<file path="config.mk">
export PLATFORM = sky130hd
export DESIGN_NAME = aegc_top
export DESIGN_NICKNAME = d
export VERILOG_FILES = /design/src/design/aegc_stats.v /design/src/design/aegc_top.v
export VERILOG_INCLUDE_DIRS = /design/src /design/src/design
export SDC_FILE = /design/constraint.sdc
export NUM_CORES = 2
export LEC_CHECK = 0
export BUFFER_PORTS_ARGS = -buffer_cell sky130_fd_sc_hd__buf_2
export CELL_PAD_IN_SITES_DETAIL_PLACEMENT = 1
export CELL_PAD_IN_SITES_GLOBAL_PLACEMENT = 2
export CORE_MARGIN = 2
export CORE_UTILIZATION = 42
export CTS_CLUSTER_SIZE = 28
export DETAILED_ROUTE_END_ITERATION = 6
export PLACE_DENSITY = 0.93
export SKIP_CTS_REPAIR_TIMING = 1
export SYNTH_ARGS = -nofsm -noshare
export SYNTH_HDL_FRONTEND = slang
export SYNTH_HIERARCHICAL = 1
export SYNTH_SLANG_ARGS = --single-unit
export TNS_END_PERCENT = 5
</file>
<file path="constraint.sdc">
create_clock -name ref_clk -period 14 [get_ports ref_clk]
set_input_delay 0.7 -clock ref_clk [delete_from_list [all_inputs] [get_ports ref_clk]]
set_output_delay 0.7 -clock ref_clk [all_outputs]
set_load 0.02 [all_outputs]
</file>
<file path="src/design/aegc_consts.vh">
`ifndef AEGC_CONSTS_VH
`define AEGC_CONSTS_VH
// Register byte addresses
`define AEGC_A_CTRL     6'h00
`define AEGC_A_START    6'h04
`define AEGC_A_WIDTH    6'h08
`define AEGC_A_LINES    6'h0C
`define AEGC_A_SELECT   6'h10
`define AEGC_A_GAIN     6'h14
`define AEGC_A_GMIN     6'h18
`define AEGC_A_GMAX     6'h1C
`define AEGC_A_TARGET   6'h20
`define AEGC_A_EXP      6'h24
`define AEGC_A_EMIN     6'h28
`define AEGC_A_EMAX     6'h2C
`define AEGC_A_IMSTART  6'h30
`define AEGC_A_IMWIDTH  6'h34
`define AEGC_A_STATUS   6'h38
`define AEGC_A_LASTCNT  6'h3C
// Control word fields
`define AEGC_F_GMODE    1:0
`define AEGC_F_EMODE    3:2
`define AEGC_B_PIX12    4
`define AEGC_F_BIN      6:5
`define AEGC_B_TRIGW    7
`define AEGC_F_TAP      9:8
`define AEGC_B_PROFILE  10
`define AEGC_B_LIMOFF   11
// Loop modes
`define AEGC_MODE_OFF   2'h0
`define AEGC_MODE_ONCE  2'h1
`define AEGC_MODE_CONT  2'h2
// Gain taps and binning off value
`define AEGC_TAP_ANALOG 2'h0
`define AEGC_TAP_ALLDIG 2'h1
`define AEGC_BIN_OFF    2'h0
// Reset values
`define AEGC_RST_START  13'h0000
`define AEGC_RST_LINES  16'h0080
`define AEGC_RST_SELECT 2'h1
`define AEGC_RST_TARGET 12'h080
// Target bounds per pixel format
`define AEGC_T8_MIN     12'h032
`define AEGC_T8_MAX     12'h0CD
`define AEGC_T12_MIN    12'h320
`define AEGC_T12_MAX    12'hCD0
// Once mode attempt limit
`define AEGC_MAX_TRIES  5'h1E
`endif

</file>
<file path="src/design/aegc_stats.v">
`timescale 1ns/10ps
`default_nettype none
module aegc_stats #(
  parameter X_W     = 13,
  parameter LINES_W = 16,
  parameter SUM_W   = 40,
  parameter CNT_W   = 29
) (
  input  wire               ref_clk,
  input  wire               rst_n,
  input  wire               en,
  input  wire               pix_valid,
  input  wire               pix_sol,
  input  wire               pix_eol,
  input  wire [11:0]        pix_data,
  input  wire               acq_end,
  input  wire [X_W:0]       win_lo,
  input  wire [X_W:0]       win_hi,
  input  wire [LINES_W-1:0] lines,
  output reg                done_q,
  output reg  [SUM_W-1:0]   sum_q,
  output reg  [CNT_W-1:0]   cnt_q,
  output reg  [LINES_W-1:0] used_q
);

  reg  [X_W:0]       x_q;
  reg  [LINES_W-1:0] line_q;
  reg  [SUM_W-1:0]   acc_q;
  reg  [CNT_W-1:0]   acnt_q;
  wire [X_W:0]       idx;
  wire               in_win;
  wire [SUM_W-1:0]   acc_n;
  wire [CNT_W-1:0]   acnt_n;
  wire [LINES_W-1:0] line_n;
  wire               full;
  wire               finish;

  assign idx    = pix_sol ? {(X_W+1){1'b0}} : x_q;
  assign in_win = pix_valid && (idx >= win_lo) && (idx < win_hi);
  assign acc_n  = in_win ? acc_q + {{(SUM_W-12){1'b0}}, pix_data} : acc_q;
  assign acnt_n = in_win ? acnt_q + {{(CNT_W-1){1'b0}}, 1'b1} : acnt_q;
  assign line_n = pix_eol ? line_q + {{(LINES_W-1){1'b0}}, 1'b1} : line_q;
  assign full   = pix_eol && (line_n >= lines);
  assign finish = full || (acq_end && (line_n != {LINES_W{1'b0}}));

  //////////////////////////////////////////////////////////////////////
  // Line window accumulation
  always @(posedge ref_clk or negedge rst_n) begin
    if (!rst_n) begin
      x_q    <= {(X_W+1){1'b0}};
      line_q <= {LINES_W{1'b0}};
      acc_q  <= {SUM_W{1'b0}};
      acnt_q <= {CNT_W{1'b0}};
      done_q <= 1'b0;
      sum_q  <= {SUM_W{1'b0}};
      cnt_q  <= {CNT_W{1'b0}};
      used_q <= {LINES_W{1'b0}};
    end else if (!en) begin
      x_q    <= {(X_W+1){1'b0}};
      line_q <= {LINES_W{1'b0}};
      acc_q  <= {SUM_W{1'b0}};
      acnt_q <= {CNT_W{1'b0}};
      done_q <= 1'b0;
    end else begin
      if (pix_valid) begin
        x_q <= idx + {{X_W{1'b0}}, 1'b1};
      end
      if (finish) begin
        done_q <= 1'b1;
        sum_q  <= acc_n;
        cnt_q  <= acnt_n;
        used_q <= line_n;
        acc_q  <= {SUM_W{1'b0}};
        acnt_q <= {CNT_W{1'b0}};
        line_q <= {LINES_W{1'b0}};
      end else begin
        done_q <= 1'b0;
        acc_q  <= acc_n;
        acnt_q <= acnt_n;
        line_q <= line_n;
      end
    end
  end

endmodule // aegc_stats
`default_nettype wire

</file>
<file path="src/design/aegc_top.v">
// The plain strobed port and the register addresses were left to the implementer.
`include "aegc_consts.vh"
`timescale 1ns/10ps
`default_nettype none
module aegc_top #(
  parameter        X_W       = 13,
  parameter        LINES_W   = 16,
  parameter        SUM_W     = 40,
  parameter        CNT_W     = 29,
  parameter        GAIN_W    = 12,
  parameter        EXP_W     = 20,
  parameter [12:0] SENSOR_W  = 13'h1000,
  parameter [11:0] GAIN_LO8  = 12'h000,
  parameter [11:0] GAIN_LO12 = 12'h000,
  parameter [11:0] GAIN_HI   = 12'h3FF,
  parameter [11:0] GAIN_HIB  = 12'h1FF,
  parameter [11:0] GAIN_HIF  = 12'hFFF,
  parameter [11:0] GAIN_STEP = 12'h001,
  parameter [19:0] EXP_MIN   = 20'h00002,
  parameter [19:0] EXP_MAX   = 20'hFFFFF,
  parameter [19:0] EXP_STEP  = 20'h00001,
  parameter [19:0] EXP_RATE  = 20'h00064,
  parameter [11:0] TOL       = 12'h002
) (
  input  wire              ref_clk,
  input  wire              rst_n,
  input  wire [5:0]        reg_addr,
  input  wire [31:0]       reg_wdata,
  input  wire              reg_wr,
  input  wire              reg_rd,
  output reg  [31:0]       reg_rdata_q,
  input  wire              pix_valid,
  input  wire              pix_sol,
  input  wire              pix_eol,
  input  wire [11:0]       pix_data,
  input  wire              acq_end,
  output reg  [GAIN_W-1:0] gain_value_q,
  output reg  [EXP_W-1:0]  exposure_duration_q,
  output reg               line_rate_reduce_q
);

  //////////////////////////////////////////////////////////////////////
  // Helpers
  function [X_W:0] fmax;
    input [X_W:0] a;
    input [X_W:0] b;
    begin
      fmax = (a > b) ? a : b;
    end
  endfunction

  function [X_W:0] fmin;
    input [X_W:0] a;
    input [X_W:0] b;
    begin
      fmin = (a < b) ? a : b;
    end
  endfunction

  function [31:0] fclamp;
    input [31:0] v;
    input [31:0] lo;
    input [31:0] hi;
    begin
      fclamp = (v < lo) ? lo : ((v > hi) ? hi : v);
    end
  endfunction

  function [SUM_W-1:0] fmul;
    input [11:0]      t;
    input [CNT_W-1:0] c;
    begin
      fmul = {{(SUM_W-12){1'b0}}, t} * {{(SUM_W-CNT_W){1'b0}}, c};
    end
  endfunction

  //////////////////////////////////////////////////////////////////////
  // Registers
  reg  [1:0]         gain_loop_mode_q;
  reg  [1:0]         exposure_loop_mode_q;
  reg                pix12_q;
  reg  [1:0]         binning_q;
  reg                trig_width_q;
  reg  [1:0]         gain_tap_select_q;
  reg                profile_q;
  reg                lim_off_q;
  reg  [X_W-1:0]     stats_region_start_q;
  reg  [X_W-1:0]     stats_region_width_q;
  reg  [LINES_W-1:0] stats_region_lines_q;
  reg  [1:0]         stats_region_select_q;
  reg  [X_W-1:0]     image_start_q;
  reg  [X_W-1:0]     image_width_q;
  reg  [GAIN_W-1:0]  auto_gain_min_q;
  reg  [GAIN_W-1:0]  auto_gain_max_q;
  reg  [11:0]        target_gray_level_q;
  reg  [EXP_W-1:0]   auto_exposure_min_q;
  reg  [EXP_W-1:0]   auto_exposure_max_q;
  reg  [4:0]         gain_tries_q;
  reg  [4:0]         exp_tries_q;
  reg                gain_hit_q;
  reg                exp_hit_q;

  wire [31:0]        wd;
  wire [X_W:0]       ov_lo;
  wire [X_W:0]       ov_hi;
  wire               overlap;
  wire               gain_act;
  wire               exp_act;
  wire               st_done;
  wire [SUM_W-1:0]   st_sum;
  wire [CNT_W-1:0]   st_cnt;
  wire [LINES_W-1:0] st_used;
  wire [11:0]        tgt_lo;
  wire [11:0]        tgt_hi;
  wire [11:0]        g_lim_lo;
  wire [11:0]        g_lim_hi;
  wire [SUM_W-1:0]   want_lo;
  wire [SUM_W-1:0]   want_hi;
  wire               upd;
  wire               dark;
  wire               bright;
  wire               hit;
  wire               g_can;
  wire               e_can;
  wire               pref_g;
  wire               use_g;
  wire               use_e;
  wire [GAIN_W:0]    g_up;
  wire [GAIN_W-1:0]  g_new;
  wire [EXP_W:0]     e_up;
  wire [EXP_W-1:0]   e_new;
  wire               w_ctrl;
  wire [31:0]        c_gain;
  wire [31:0]        c_tgt;
  wire [31:0]        c_exp;

  assign wd = reg_wdata;

  // Image window and overlap in delivered (binned) pixels
  assign ov_lo = fmax({1'b0, stats_region_start_q},
                      {1'b0, image_start_q});
  assign ov_hi = fmin({1'b0, stats_region_start_q} + {1'b0, stats_region_width_q},
                      {1'b0, image_start_q} + {1'b0, image_width_q});
  assign overlap = ov_hi > ov_lo;

  assign gain_act = (gain_loop_mode_q != `AEGC_MODE_OFF) && overlap &&
                    (gain_tap_select_q == `AEGC_TAP_ALLDIG);
  assign exp_act  = (exposure_loop_mode_q != `AEGC_MODE_OFF) && overlap &&
                    !trig_width_q;

  // Target and gain bound ranges
  assign tgt_lo = pix12_q ? `AEGC_T12_MIN : `AEGC_T8_MIN;
  assign tgt_hi = pix12_q ? `AEGC_T12_MAX : `AEGC_T8_MAX;
  assign g_lim_lo = lim_off_q ? 12'h000 : (pix12_q ? GAIN_LO12 : GAIN_LO8);
  assign g_lim_hi = lim_off_q ? GAIN_HIF :
                    ((binning_q != `AEGC_BIN_OFF) ? GAIN_HIB : GAIN_HI);

  //////////////////////////////////////////////////////////////////////
  // Statistics
  aegc_stats #(
    .X_W     (X_W),
    .LINES_W (LINES_W),
    .SUM_W   (SUM_W),
    .CNT_W   (CNT_W)
  ) u_stats (
    .ref_clk   (ref_clk),
    .rst_n     (rst_n),
    .en        (gain_act | exp_act),
    .pix_valid (pix_valid),
    .pix_sol   (pix_sol),
    .pix_eol   (pix_eol),
    .pix_data  (pix_data),
    .acq_end   (acq_end),
    .win_lo    (ov_lo),
    .win_hi    (ov_hi),
    .lines     (stats_region_lines_q),
    .done_q    (st_done),
    .sum_q     (st_sum),
    .cnt_q     (st_cnt),
    .used_q    (st_used)
  );

  //////////////////////////////////////////////////////////////////////
  // Decision
  assign want_lo = fmul(target_gray_level_q - TOL, st_cnt);
  assign want_hi = fmul(target_gray_level_q + TOL, st_cnt);
  assign upd     = st_done && (st_cnt != {CNT_W{1'b0}});
  assign dark    = st_sum < want_lo;
  assign bright  = st_sum > want_hi;
  assign hit     = !dark && !bright;

  assign g_can  = dark ? (gain_value_q < auto_gain_max_q) :
                         (gain_value_q > auto_gain_min_q);
  assign e_can  = dark ? (exposure_duration_q < auto_exposure_max_q) :
                         (exposure_duration_q > auto_exposure_min_q);
  assign pref_g = dark ? !profile_q : profile_q;
  assign use_g  = upd && !hit && gain_act && g_can &&
                  (!exp_act || !e_can || pref_g);
  assign use_e  = upd && !hit && exp_act && e_can && !use_g;

  assign g_up  = {1'b0, gain_value_q} + {1'b0, GAIN_STEP};
  assign g_new = dark ?
    ((g_up > {1'b0, auto_gain_max_q}) ? auto_gain_max_q : g_up[GAIN_W-1:0]) :
    ((gain_value_q < auto_gain_min_q + GAIN_STEP) ? auto_gain_min_q :
      gain_value_q - GAIN_STEP);
  assign e_up  = {1'b0, exposure_duration_q} + {1'b0, EXP_STEP};
  assign e_new = dark ?
    ((e_up > {1'b0, auto_exposure_max_q}) ? auto_exposure_max_q : e_up[EXP_W-1:0]) :
    ((exposure_duration_q < auto_exposure_min_q + EXP_STEP) ? auto_exposure_min_q :
      exposure_duration_q - EXP_STEP);

  assign w_ctrl = reg_wr && (reg_addr == `AEGC_A_CTRL);
  assign c_gain = fclamp({20'h00000, wd[11:0]}, {20'h00000, g_lim_lo}, {20'h00000, g_lim_hi});
  assign c_tgt  = fclamp({20'h00000, wd[11:0]}, {20'h00000, tgt_lo}, {20'h00000, tgt_hi});
  assign c_exp  = fclamp({12'h000, wd[19:0]}, {12'h000, EXP_MIN}, {12'h000, EXP_MAX});

  //////////////////////////////////////////////////////////////////////
  // Register writes and loop updates
  always @(posedge ref_clk or negedge rst_n) begin
    if (!rst_n) begin
      gain_loop_mode_q      <= `AEGC_MODE_OFF;
      exposure_loop_mode_q  <= `AEGC_MODE_OFF;
      pix12_q               <= 1'b0;
      binning_q             <= `AEGC_BIN_OFF;
      trig_width_q          <= 1'b0;
      gain_tap_select_q     <= `AEGC_TAP_ANALOG;
      profile_q             <= 1'b0;
      lim_off_q             <= 1'b0;
      stats_region_start_q  <= `AEGC_RST_START;
      stats_region_width_q  <= SENSOR_W;
      stats_region_lines_q  <= `AEGC_RST_LINES;
      stats_region_select_q <= `AEGC_RST_SELECT;
      image_start_q         <= `AEGC_RST_START;
      image_width_q         <= SENSOR_W;
      gain_value_q          <= GAIN_LO8;
      auto_gain_min_q       <= GAIN_LO8;
      auto_gain_max_q       <= GAIN_HI;
      target_gray_level_q   <= `AEGC_RST_TARGET;
      exposure_duration_q   <= EXP_RATE;
      auto_exposure_min_q   <= EXP_MIN;
      auto_exposure_max_q   <= EXP_RATE;
      gain_tries_q          <= 5'h00;
      exp_tries_q           <= 5'h00;
      gain_hit_q            <= 1'b0;
      exp_hit_q             <= 1'b0;
      line_rate_reduce_q    <= 1'b0;
    end else begin
      line_rate_reduce_q <= exposure_duration_q > EXP_RATE;
      // Once mode bookkeeping
      if (use_g || (upd && gain_act)) begin
        gain_hit_q <= hit;
        if (gain_loop_mode_q == `AEGC_MODE_ONCE) begin
          if (hit || gain_tries_q == `AEGC_MAX_TRIES - 5'h01) begin
            gain_loop_mode_q <= `AEGC_MODE_OFF;
          end
          gain_tries_q <= gain_tries_q + 5'h01;
        end
      end
      if (upd && exp_act) begin
        exp_hit_q <= hit;
        if (exposure_loop_mode_q == `AEGC_MODE_ONCE) begin
          if (hit || exp_tries_q == `AEGC_MAX_TRIES - 5'h01) begin
            exposure_loop_mode_q <= `AEGC_MODE_OFF;
          end
          exp_tries_q <= exp_tries_q + 5'h01;
        end
      end
      // Automatic values persist when loops stop
      if (use_g) begin
        gain_value_q <= g_new;
      end
      if (use_e) begin
        exposure_duration_q <= e_new;
      end
      // Software writes; gain bounds, target and exposure bounds are clamped, other fields take any value
      if (reg_wr) begin
        case (reg_addr)
          `AEGC_A_CTRL: begin
            gain_loop_mode_q     <= wd[`AEGC_F_GMODE];
            exposure_loop_mode_q <= wd[`AEGC_F_EMODE];
            pix12_q              <= wd[`AEGC_B_PIX12];
            binning_q            <= wd[`AEGC_F_BIN];
            trig_width_q         <= wd[`AEGC_B_TRIGW];
            gain_tap_select_q    <= wd[`AEGC_F_TAP];
            profile_q            <= wd[`AEGC_B_PROFILE];
            lim_off_q            <= wd[`AEGC_B_LIMOFF];
            gain_tries_q         <= 5'h00;
            exp_tries_q          <= 5'h00;
          end
          `AEGC_A_START:   stats_region_start_q  <= wd[X_W-1:0];
          `AEGC_A_WIDTH:   stats_region_width_q  <= wd[X_W-1:0];
          `AEGC_A_LINES:   stats_region_lines_q  <= wd[LINES_W-1:0];
          `AEGC_A_SELECT:  stats_region_select_q <= wd[1:0];
          `AEGC_A_IMSTART: image_start_q         <= wd[X_W-1:0];
          `AEGC_A_IMWIDTH: image_width_q         <= wd[X_W-1:0];
          `AEGC_A_GAIN:    gain_value_q          <= wd[GAIN_W-1:0];
          `AEGC_A_GMIN:    auto_gain_min_q       <= c_gain[GAIN_W-1:0];
          `AEGC_A_GMAX:    auto_gain_max_q       <= c_gain[GAIN_W-1:0];
          `AEGC_A_TARGET:  target_gray_level_q   <= c_tgt[11:0];
          `AEGC_A_EXP: exposure_duration_q <= wd[EXP_W-1:0];
          `AEGC_A_EMIN:    auto_exposure_min_q   <= c_exp[EXP_W-1:0];
          `AEGC_A_EMAX:    auto_exposure_max_q   <= c_exp[EXP_W-1:0];
          default: ;
        endcase
      end
    end
  end

  //////////////////////////////////////////////////////////////////////
  // Read port, data one cycle after the strobe
  always @(posedge ref_clk or negedge rst_n) begin
    if (!rst_n) begin
      reg_rdata_q <= 32'h00000000;
    end else if (reg_rd) begin
      case (reg_addr)
        `AEGC_A_CTRL: reg_rdata_q <= {20'h00000, lim_off_q, profile_q,
          gain_tap_select_q, trig_width_q, binning_q, pix12_q,
          exposure_loop_mode_q, gain_loop_mode_q};
        `AEGC_A_START:   reg_rdata_q <= {19'h00000, stats_region_start_q};
        `AEGC_A_WIDTH:   reg_rdata_q <= {19'h00000, stats_region_width_q};
        `AEGC_A_LINES:   reg_rdata_q <= {16'h0000, stats_region_lines_q};
        `AEGC_A_SELECT:  reg_rdata_q <= {30'h00000000, stats_region_select_q};
        `AEGC_A_IMSTART: reg_rdata_q <= {19'h00000, image_start_q};
        `AEGC_A_IMWIDTH: reg_rdata_q <= {19'h00000, image_width_q};
        `AEGC_A_GAIN:    reg_rdata_q <= {20'h00000, gain_value_q};
        `AEGC_A_GMIN:    reg_rdata_q <= {20'h00000, auto_gain_min_q};
        `AEGC_A_GMAX:    reg_rdata_q <= {20'h00000, auto_gain_max_q};
        `AEGC_A_TARGET:  reg_rdata_q <= {20'h00000, target_gray_level_q};
        `AEGC_A_EXP:     reg_rdata_q <= {12'h000, exposure_duration_q};
        `AEGC_A_EMIN:    reg_rdata_q <= {12'h000, auto_exposure_min_q};
        `AEGC_A_EMAX:    reg_rdata_q <= {12'h000, auto_exposure_max_q};
        `AEGC_A_STATUS: reg_rdata_q <= {st_used, 2'h0, exp_hit_q, gain_hit_q,
          exp_tries_q, gain_tries_q, line_rate_reduce_q, overlap};
        `AEGC_A_LASTCNT: reg_rdata_q <= {3'h0, st_cnt};
        default:         reg_rdata_q <= 32'h00000000;
      endcase
    end else begin
      reg_rdata_q <= 32'h00000000;
    end
  end

endmodule // aegc_top
`default_nettype wire

</file>
* Yosys cells after proc, flatten, opt, wreduce, memory -nomap -nowiden
Index checks and enable logic that the tools add are counted.
** Storage, ports and cells
- Memory bits (writable) :: 0
- ROM bits :: 0
- Bits in latches :: 0
- Memories kept :: 0
- Register bits :: 420
- Input bits :: 58
- Output and inout port bits :: 65
- Logic and storage cells :: 209
** Operators by class
- Divide/modulo/power cells :: 0
- Equality and inequality tests :: 21
- Add/sub/neg operators :: 16
- Multiplexer cells :: 60
- Reductions and logical operators :: 52
- Bitwise logic cells :: 1
- Shift operators :: 0
- $mul :: 2
- Magnitude comparators :: 22
** Operators by type and width (count)
- 32-bit one-hot mux with 16 select lines :: 1
- 12-bit two-way mux :: 12
- 20-bit two-way mux :: 7
- 40-bit two-way mux :: 3
- 29-bit two-way mux :: 3
- 12-bit by 29-bit multiplier with 40-bit output :: 2
- 14-bit two-way mux :: 4
- 6-bit equality test, second input constant :: 8
- 16-bit two-way mux :: 3
- 40-bit by 12-bit adder with 40-bit output :: 1
- 40-bit > comparator :: 1
- 20-bit < comparator :: 2
- 40-bit < comparator :: 1
- 5-bit two-way mux :: 8
- 12-bit > comparator :: 3
- 32-bit two-way mux :: 1
- 29-bit by 1-bit adder with 29-bit output, second input constant :: 1
- 29-bit nonzero test :: 1
- 13-bit by 13-bit adder with 14-bit output :: 2
- 14-bit < comparator :: 2
- 2-bit AND reduction :: 13
- 6-bit by 5-bit equality test with 1-bit output, second input constant :: 4
- 12-bit < comparator :: 2
- 20-bit by 1-bit adder with 21-bit output, second input constant :: 1
- other kinds (37) :: 88

* Depth between registers and ports, before layout
- Word-level depth :: 15
- Mapped depth :: 43
- Gate-level depth less buffers :: 38

* By module
The synthesis kept the hierarchy.
** By module, submodules not included
- aegc_top :: instances 1, cells an instance 4771, seq. area each 5908.2 µm², area each 41989.0 µm²
- aegc_stats :: instances 1, cells an instance 1084, seq. area each 4629.4 µm², area each 10558.9 µm²

* Least setup slack after synthesis
Ideal clock, no wire load.
- Path kind :: register to register
- Start point :: register target_gray_level_q[1]
- End point :: register gain_value_q[10]
- Path slack :: 4.191 ns
- Buffers on the path :: 5
- Library setup time :: 0.126 ns
- Cell stages (with the launch flop) :: 42
- Required time :: 13.874 ns
- Arrival time :: 9.683 ns
- Cell sequence :: dfrtp_1 inv_1 clkbuf_1 ha_1 inv_1 nor4_1 xor2_1 clkbuf_1 clkbuf_1 nand2_1 fa_1 fa_1 inv_1 fa_1 fa_1 inv_1 fa_1 inv_1 [... 6 more ...] a21oi_1 o21ai_0 a21o_1 a21oi_1 xnor2_1 ha_1 a21o_1 a21o_1 a221oi_1 nand2_1 o31ai_1 and3_1 buf_6 mux2_4 or3b_4 and2_4 buf_6 a221o_1
** On the way
- Cells in the longest elaborated chain, start to end :: 13
- Elaborated cells between the ends (all ways) :: 24
- Those cells by class :: add/sub: 2; mul: 2; order compare: 2; mux: 7; reduce/logical: 11
** RTL lines
- start: declaration :: RTL line aegc_top.v:95 : reg [11:0] target_gray_level_q;
- start signal: assignment :: RTL line aegc_top.v:238 : target_gray_level_q <= `AEGC_RST_TARGET;
- start signal: assignment :: RTL line aegc_top.v:299 : `AEGC_A_TARGET: target_gray_level_q <= c_tgt[11:0];
- 12-bit by 2-bit subtractor with 12-bit output or 12-bit by 2-bit adder with 12-bit output (tied branches) :: RTL line aegc_top.v:185, aegc_top.v:186
- 12-bit by 29-bit multiplier with 40-bit output :: RTL line aegc_top.v:73 : fmul = {{(SUM_W-12){1'b0}}, t} * {{(SUM_W-CNT_W){1'b0}}, c};
- 40-bit < comparator or 40-bit > comparator (tied branches) :: RTL line aegc_top.v:188, aegc_top.v:189
- 1-bit zero test :: RTL line aegc_top.v:190 : assign hit = !dark && !bright;
- 1-bit logical AND :: RTL line aegc_top.v:190
- 1-bit zero test :: RTL line aegc_top.v:197 : assign use_g = upd && !hit && gain_act && g_can &&
- 1-bit logical AND (4 in series) :: RTL line aegc_top.v:197
- 12-bit two-way mux (*) :: RTL line aegc_top.v:269 : if (use_g) begin
- 12-bit two-way mux :: RTL line aegc_top.v:277 : case (reg_addr)
- 12-bit two-way mux (*) :: RTL line aegc_top.v:276 : if (reg_wr) begin
- end signal: assignment :: RTL line aegc_top.v:270 : gain_value_q <= g_new;
- end signal: assignment :: RTL line aegc_top.v:296 : `AEGC_A_GAIN: gain_value_q <= wd[GAIN_W-1:0];
- end: declaration :: RTL line aegc_top.v:37 : output reg [GAIN_W-1:0] gain_value_q,
Every way passes the cells marked *; elsewhere a longest branch is shown, timed or not.
A chain may end at the register's enable or synchronous reset.

* Worst setup path after layout
- Start point :: register target_gray_level_q[1]
- End point :: register exposure_duration_q[16]
** On the way
- Cells in the longest elaborated chain, start to end :: 15
- Elaborated cells between the ends (all ways) :: 28
- Those cells by class :: add/sub: 2; mul: 2; order compare: 2; mux: 7; reduce/logical: 15
** RTL lines
- 12-bit by 2-bit subtractor with 12-bit output or 12-bit by 2-bit adder with 12-bit output (tied branches) :: RTL line aegc_top.v:185, aegc_top.v:186
- 12-bit by 29-bit multiplier with 40-bit output :: RTL line aegc_top.v:73
- 40-bit < comparator or 40-bit > comparator (tied branches) :: RTL line aegc_top.v:188, aegc_top.v:189
- 1-bit zero test :: RTL line aegc_top.v:190
- 1-bit logical AND :: RTL line aegc_top.v:190
- 1-bit zero test :: RTL line aegc_top.v:197, aegc_top.v:199
- 1-bit logical AND :: RTL line aegc_top.v:197, aegc_top.v:199
- 1-bit logical AND (3 in series) :: RTL line aegc_top.v:197
- 1-bit zero test :: RTL line aegc_top.v:199 : assign use_e = upd && !hit && exp_act && e_can && !use_g;
- 1-bit logical AND :: RTL line aegc_top.v:199
- 20-bit two-way mux (*) :: RTL line aegc_top.v:272 : if (use_e) begin
- 20-bit two-way mux :: RTL line aegc_top.v:277
- 20-bit two-way mux (*) :: RTL line aegc_top.v:276
- end signal: assignment :: RTL line aegc_top.v:273 : exposure_duration_q <= e_new;
- end signal: assignment :: RTL line aegc_top.v:300 : `AEGC_A_EXP: exposure_duration_q <= wd[EXP_W-1:0];
- end: declaration :: RTL line aegc_top.v:38 : output reg [EXP_W-1:0] exposure_duration_q,
Marks and branches as above.

==> impl_metrics.env <==
export IMPL_synth_area_mux_share=0.0649
export IMPL_io_buffers=110
export IMPL_cp_data_arrival_time_ns=13.03
export IMPL_wl_met1_um=79100
export IMPL_syn_num_nets=6959
export IMPL_drc=0
export IMPL_met2WireLength_um=79200
export IMPL_yosys_area_top_type="fa_1"
export IMPL_core_um2=124000
export IMPL_cp_startpoint="target_gray_level_q[1]"
export IMPL_synth_area_leaders="fa_1 21%, dfrtp_1 19%, ha_1 12%"
export IMPL_top_layer_used="met5"
export IMPL_synth_most_common_cell="inv_1"
export IMPL_grt_overflow_total=0
export IMPL_path_max_fanout=29
export IMPL_rows=129
export IMPL_die_h_um=358
export IMPL_grtUsageTotal=0.282
export IMPL_max_slew_margin_rel=0.0628
export IMPL_place_hpwl_um=137000
export IMPL_synth_top_family_by_area="adder cells"
export IMPL_ys_seq_area_frac=0.201
export IMPL_wl_per_cell_um=23.9
export IMPL_hold_viol=0
export IMPL_required_ns=14.42
export IMPL_cp_num_cells=39
export IMPL_dr_total_vias=43900
export IMPL_ys_ff_latch=420
export IMPL_yosys_warnings=6
export IMPL_gp_congestion=0.943
export IMPL_crit_family="adder cells"
export IMPL_hold_path_class="input pin to async pin"
export IMPL_start_kind="register"
export IMPL_critical_path_buf_inv_count=8
export IMPL_fin_setup_tns_ns=0
export IMPL_grt_pass1_wl_um=281000
export IMPL_r2r_start="target_gray_level_q[1]"
export IMPL_cp_slowest_stage_delay_ns=1.06
export IMPL_status="complete, no violations"
export IMPL_rr_endpoint="exposure_duration_q[16]"
export IMPL_grt_pass1_vias=47600
export IMPL_cts_sinks=420
export IMPL_start_util=0.424
export IMPL_htree_num_levels=2
export IMPL_endpoint="exposure_duration_q[16]"
export IMPL_timing_fmax_ghz=0.0793
export IMPL_async_flop_share=1.00
export IMPL_ff2ff_path_depth=39
export IMPL_rsz0062_at_grt="false"
export IMPL_critPathSlowestCell="xnor2_2"
export IMPL_synth_edf_count=0
export IMPL_wl_um=179000
export IMPL_io_pins=123
export IMPL_grt_start_max_net_pins=107
export IMPL_netlist_area_um2=52500
export IMPL_synth_top_area_share=0.206
export IMPL_yosys_area_share_simple=0.158
export IMPL_clk_pin_slew_ns=0.06
export IMPL_synth_common_cells="883 x inv_1, 647 x nand2_1, 541 x fa_1, 505 x ha_1, 398 x dfrtp_1"
export IMPL_synth_cell_types=92
export IMPL_synthXorXnorAreaFrac=0.0438
export IMPL_dr_wl_met3_um=14800
export IMPL_drt_pass1_iterations=5
export IMPL_ant_nets=0
export IMPL_period_share=0.901
export IMPL_dpl_worst_slack_ns=1.56
export IMPL_min_period_ns=12.61
export IMPL_critical_path_class="register to register"
export IMPL_drv_cap=0
export IMPL_clkLatencyLatePin_ns=0.64
export IMPL_antenna_found_initial=5
export IMPL_nFillCells=14400
export IMPL_clockBufferDepth=3
export IMPL_worst_pin_slew_ns=1.40
export IMPL_setup_ws_ns=1.39
export IMPL_finalMaxSlewViolations=0
export IMPL_skew_ns=0.0495
export IMPL_drive_gt1_frac=0.0847
export IMPL_initialDrtViolationCount=3485
export IMPL_crit_path_end_kind="register"
export IMPL_setup_viol=0
export IMPL_syn_area_per_cell_um2=8.97
export IMPL_vias_per_cell=5.88
export IMPL_die_x_um=358
export IMPL_cts_tree="done"
export IMPL_numCtsBuffers=48
export IMPL_dieArea_um2=128000
export IMPL_cts_root_buffer="clkbuf_16"
export IMPL_synth_cells=5855
export IMPL_synth_compound_area_frac=0.119
export IMPL_r2r_slack_ns=1.39
export IMPL_synth_flop_cell="dfrtp_1"
export IMPL_syn_to_final_growth_pct=7.46
export IMPL_yosys_area_share_adder=0.326
export IMPL_fin_nets=6904
-- registers in the layout (all words and copies together) (netlist names), 12 cells and up --
signal,cells
u_stats/used_q,16
u_stats/x_q,14
u_stats/line_q,16
auto_exposure_max_q,20
u_stats/cnt_q,29
u_stats/acc_q,40
auto_gain_min_q,12
target_gray_level_q,12
stats_region_width_q,13
u_stats/acnt_q,29
u_stats/sum_q,40
auto_exposure_min_q,20
image_start_q,13
stats_region_lines_q,16
exposure_duration_q,20
auto_gain_max_q,12
image_width_q,13
stats_region_start_q,13
gain_value_q,12
reg_rdata_q,32
-- worst min path at each step --
stage | cells after the start | slack, ns | end
global placement | 1 | 0.47 | u_stats/used_q[15]
CTS | 1 | 0.15 | u_stats/x_q[0]
detailed placement | 1 | 0.49 | u_stats/used_q[15]
floorplan | 0 | 0.40 | auto_exposure_max_q[0]
global route | 1 | 0.16 | u_stats/x_q[1]
finish | 1 | 0.04 | u_stats/x_q[1]
-- cells in the final DEF, fill, tap and decap left out, types with 153 or more instances in the layout --
master,count
nand2_1,647
o21ai_0,177
and2_1,259
mux2i_1,178
dfrtp_1,397
xnor2_1,153
inv_1,883
a21oi_1,202
nor2_1,199
ha_1,505
fa_1,541
-- area by class of cell --
| type | instances | area [µm²] | share of cell area |
|---|---|---|---|
| inverter | 884 | 3320 | 0.0588 |
| tap | 1637 | 2050 | 0.0363 |
| clock inverter | 21 | 272 | 0.00481 |
| multi-input combinational | 4243 | 37700 | 0.667 |
| clock buffer | 62 | 1350 | 0.0238 |
| antenna | 3 | 7.51 | 0.000133 |
| timing repair buffer | 203 | 1260 | 0.0223 |
| sequential | 420 | 10500 | 0.187 |
-- layer usage --
layer  GRT usage  vias to the layer above
li1            -                    19400
met1       0.400                    22700
met2       0.439                     1542
met3      0.0537                      315
met4      0.0828                        4
met5           0                        -
-- per-stage QoR --
| stage | hold WS (ns) | cells | util | instance area [µm²] |
|---|---|---|---|---|
| after CTS | 0.154 | 7470 | 0.455 | 56500 |
| after floorplan | 0.404 | 5855 | - | 52500 |
| after detailed placement | 0.487 | 7387 | 0.442 | 54800 |
| final | 0.0383 | 7473 | 0.456 | 56500 |
| after global placement | 0.467 | 7387 | 0.442 | 54800 |
| after global routing | 0.156 | 7470 | 0.455 | 56500 |
-- logic make-up after synthesis --
kind of cell    Yosys count
simple gates           1675
mux                     321
compound gates          937
flops                   420
buf+inv                1192
other cells               1
xor+xnor                263
fa+ha+maj              1046
Power is left out: the tool's default activity adds up to more than one toggle a clock period on the data nets, which glitch-free logic cannot reach.
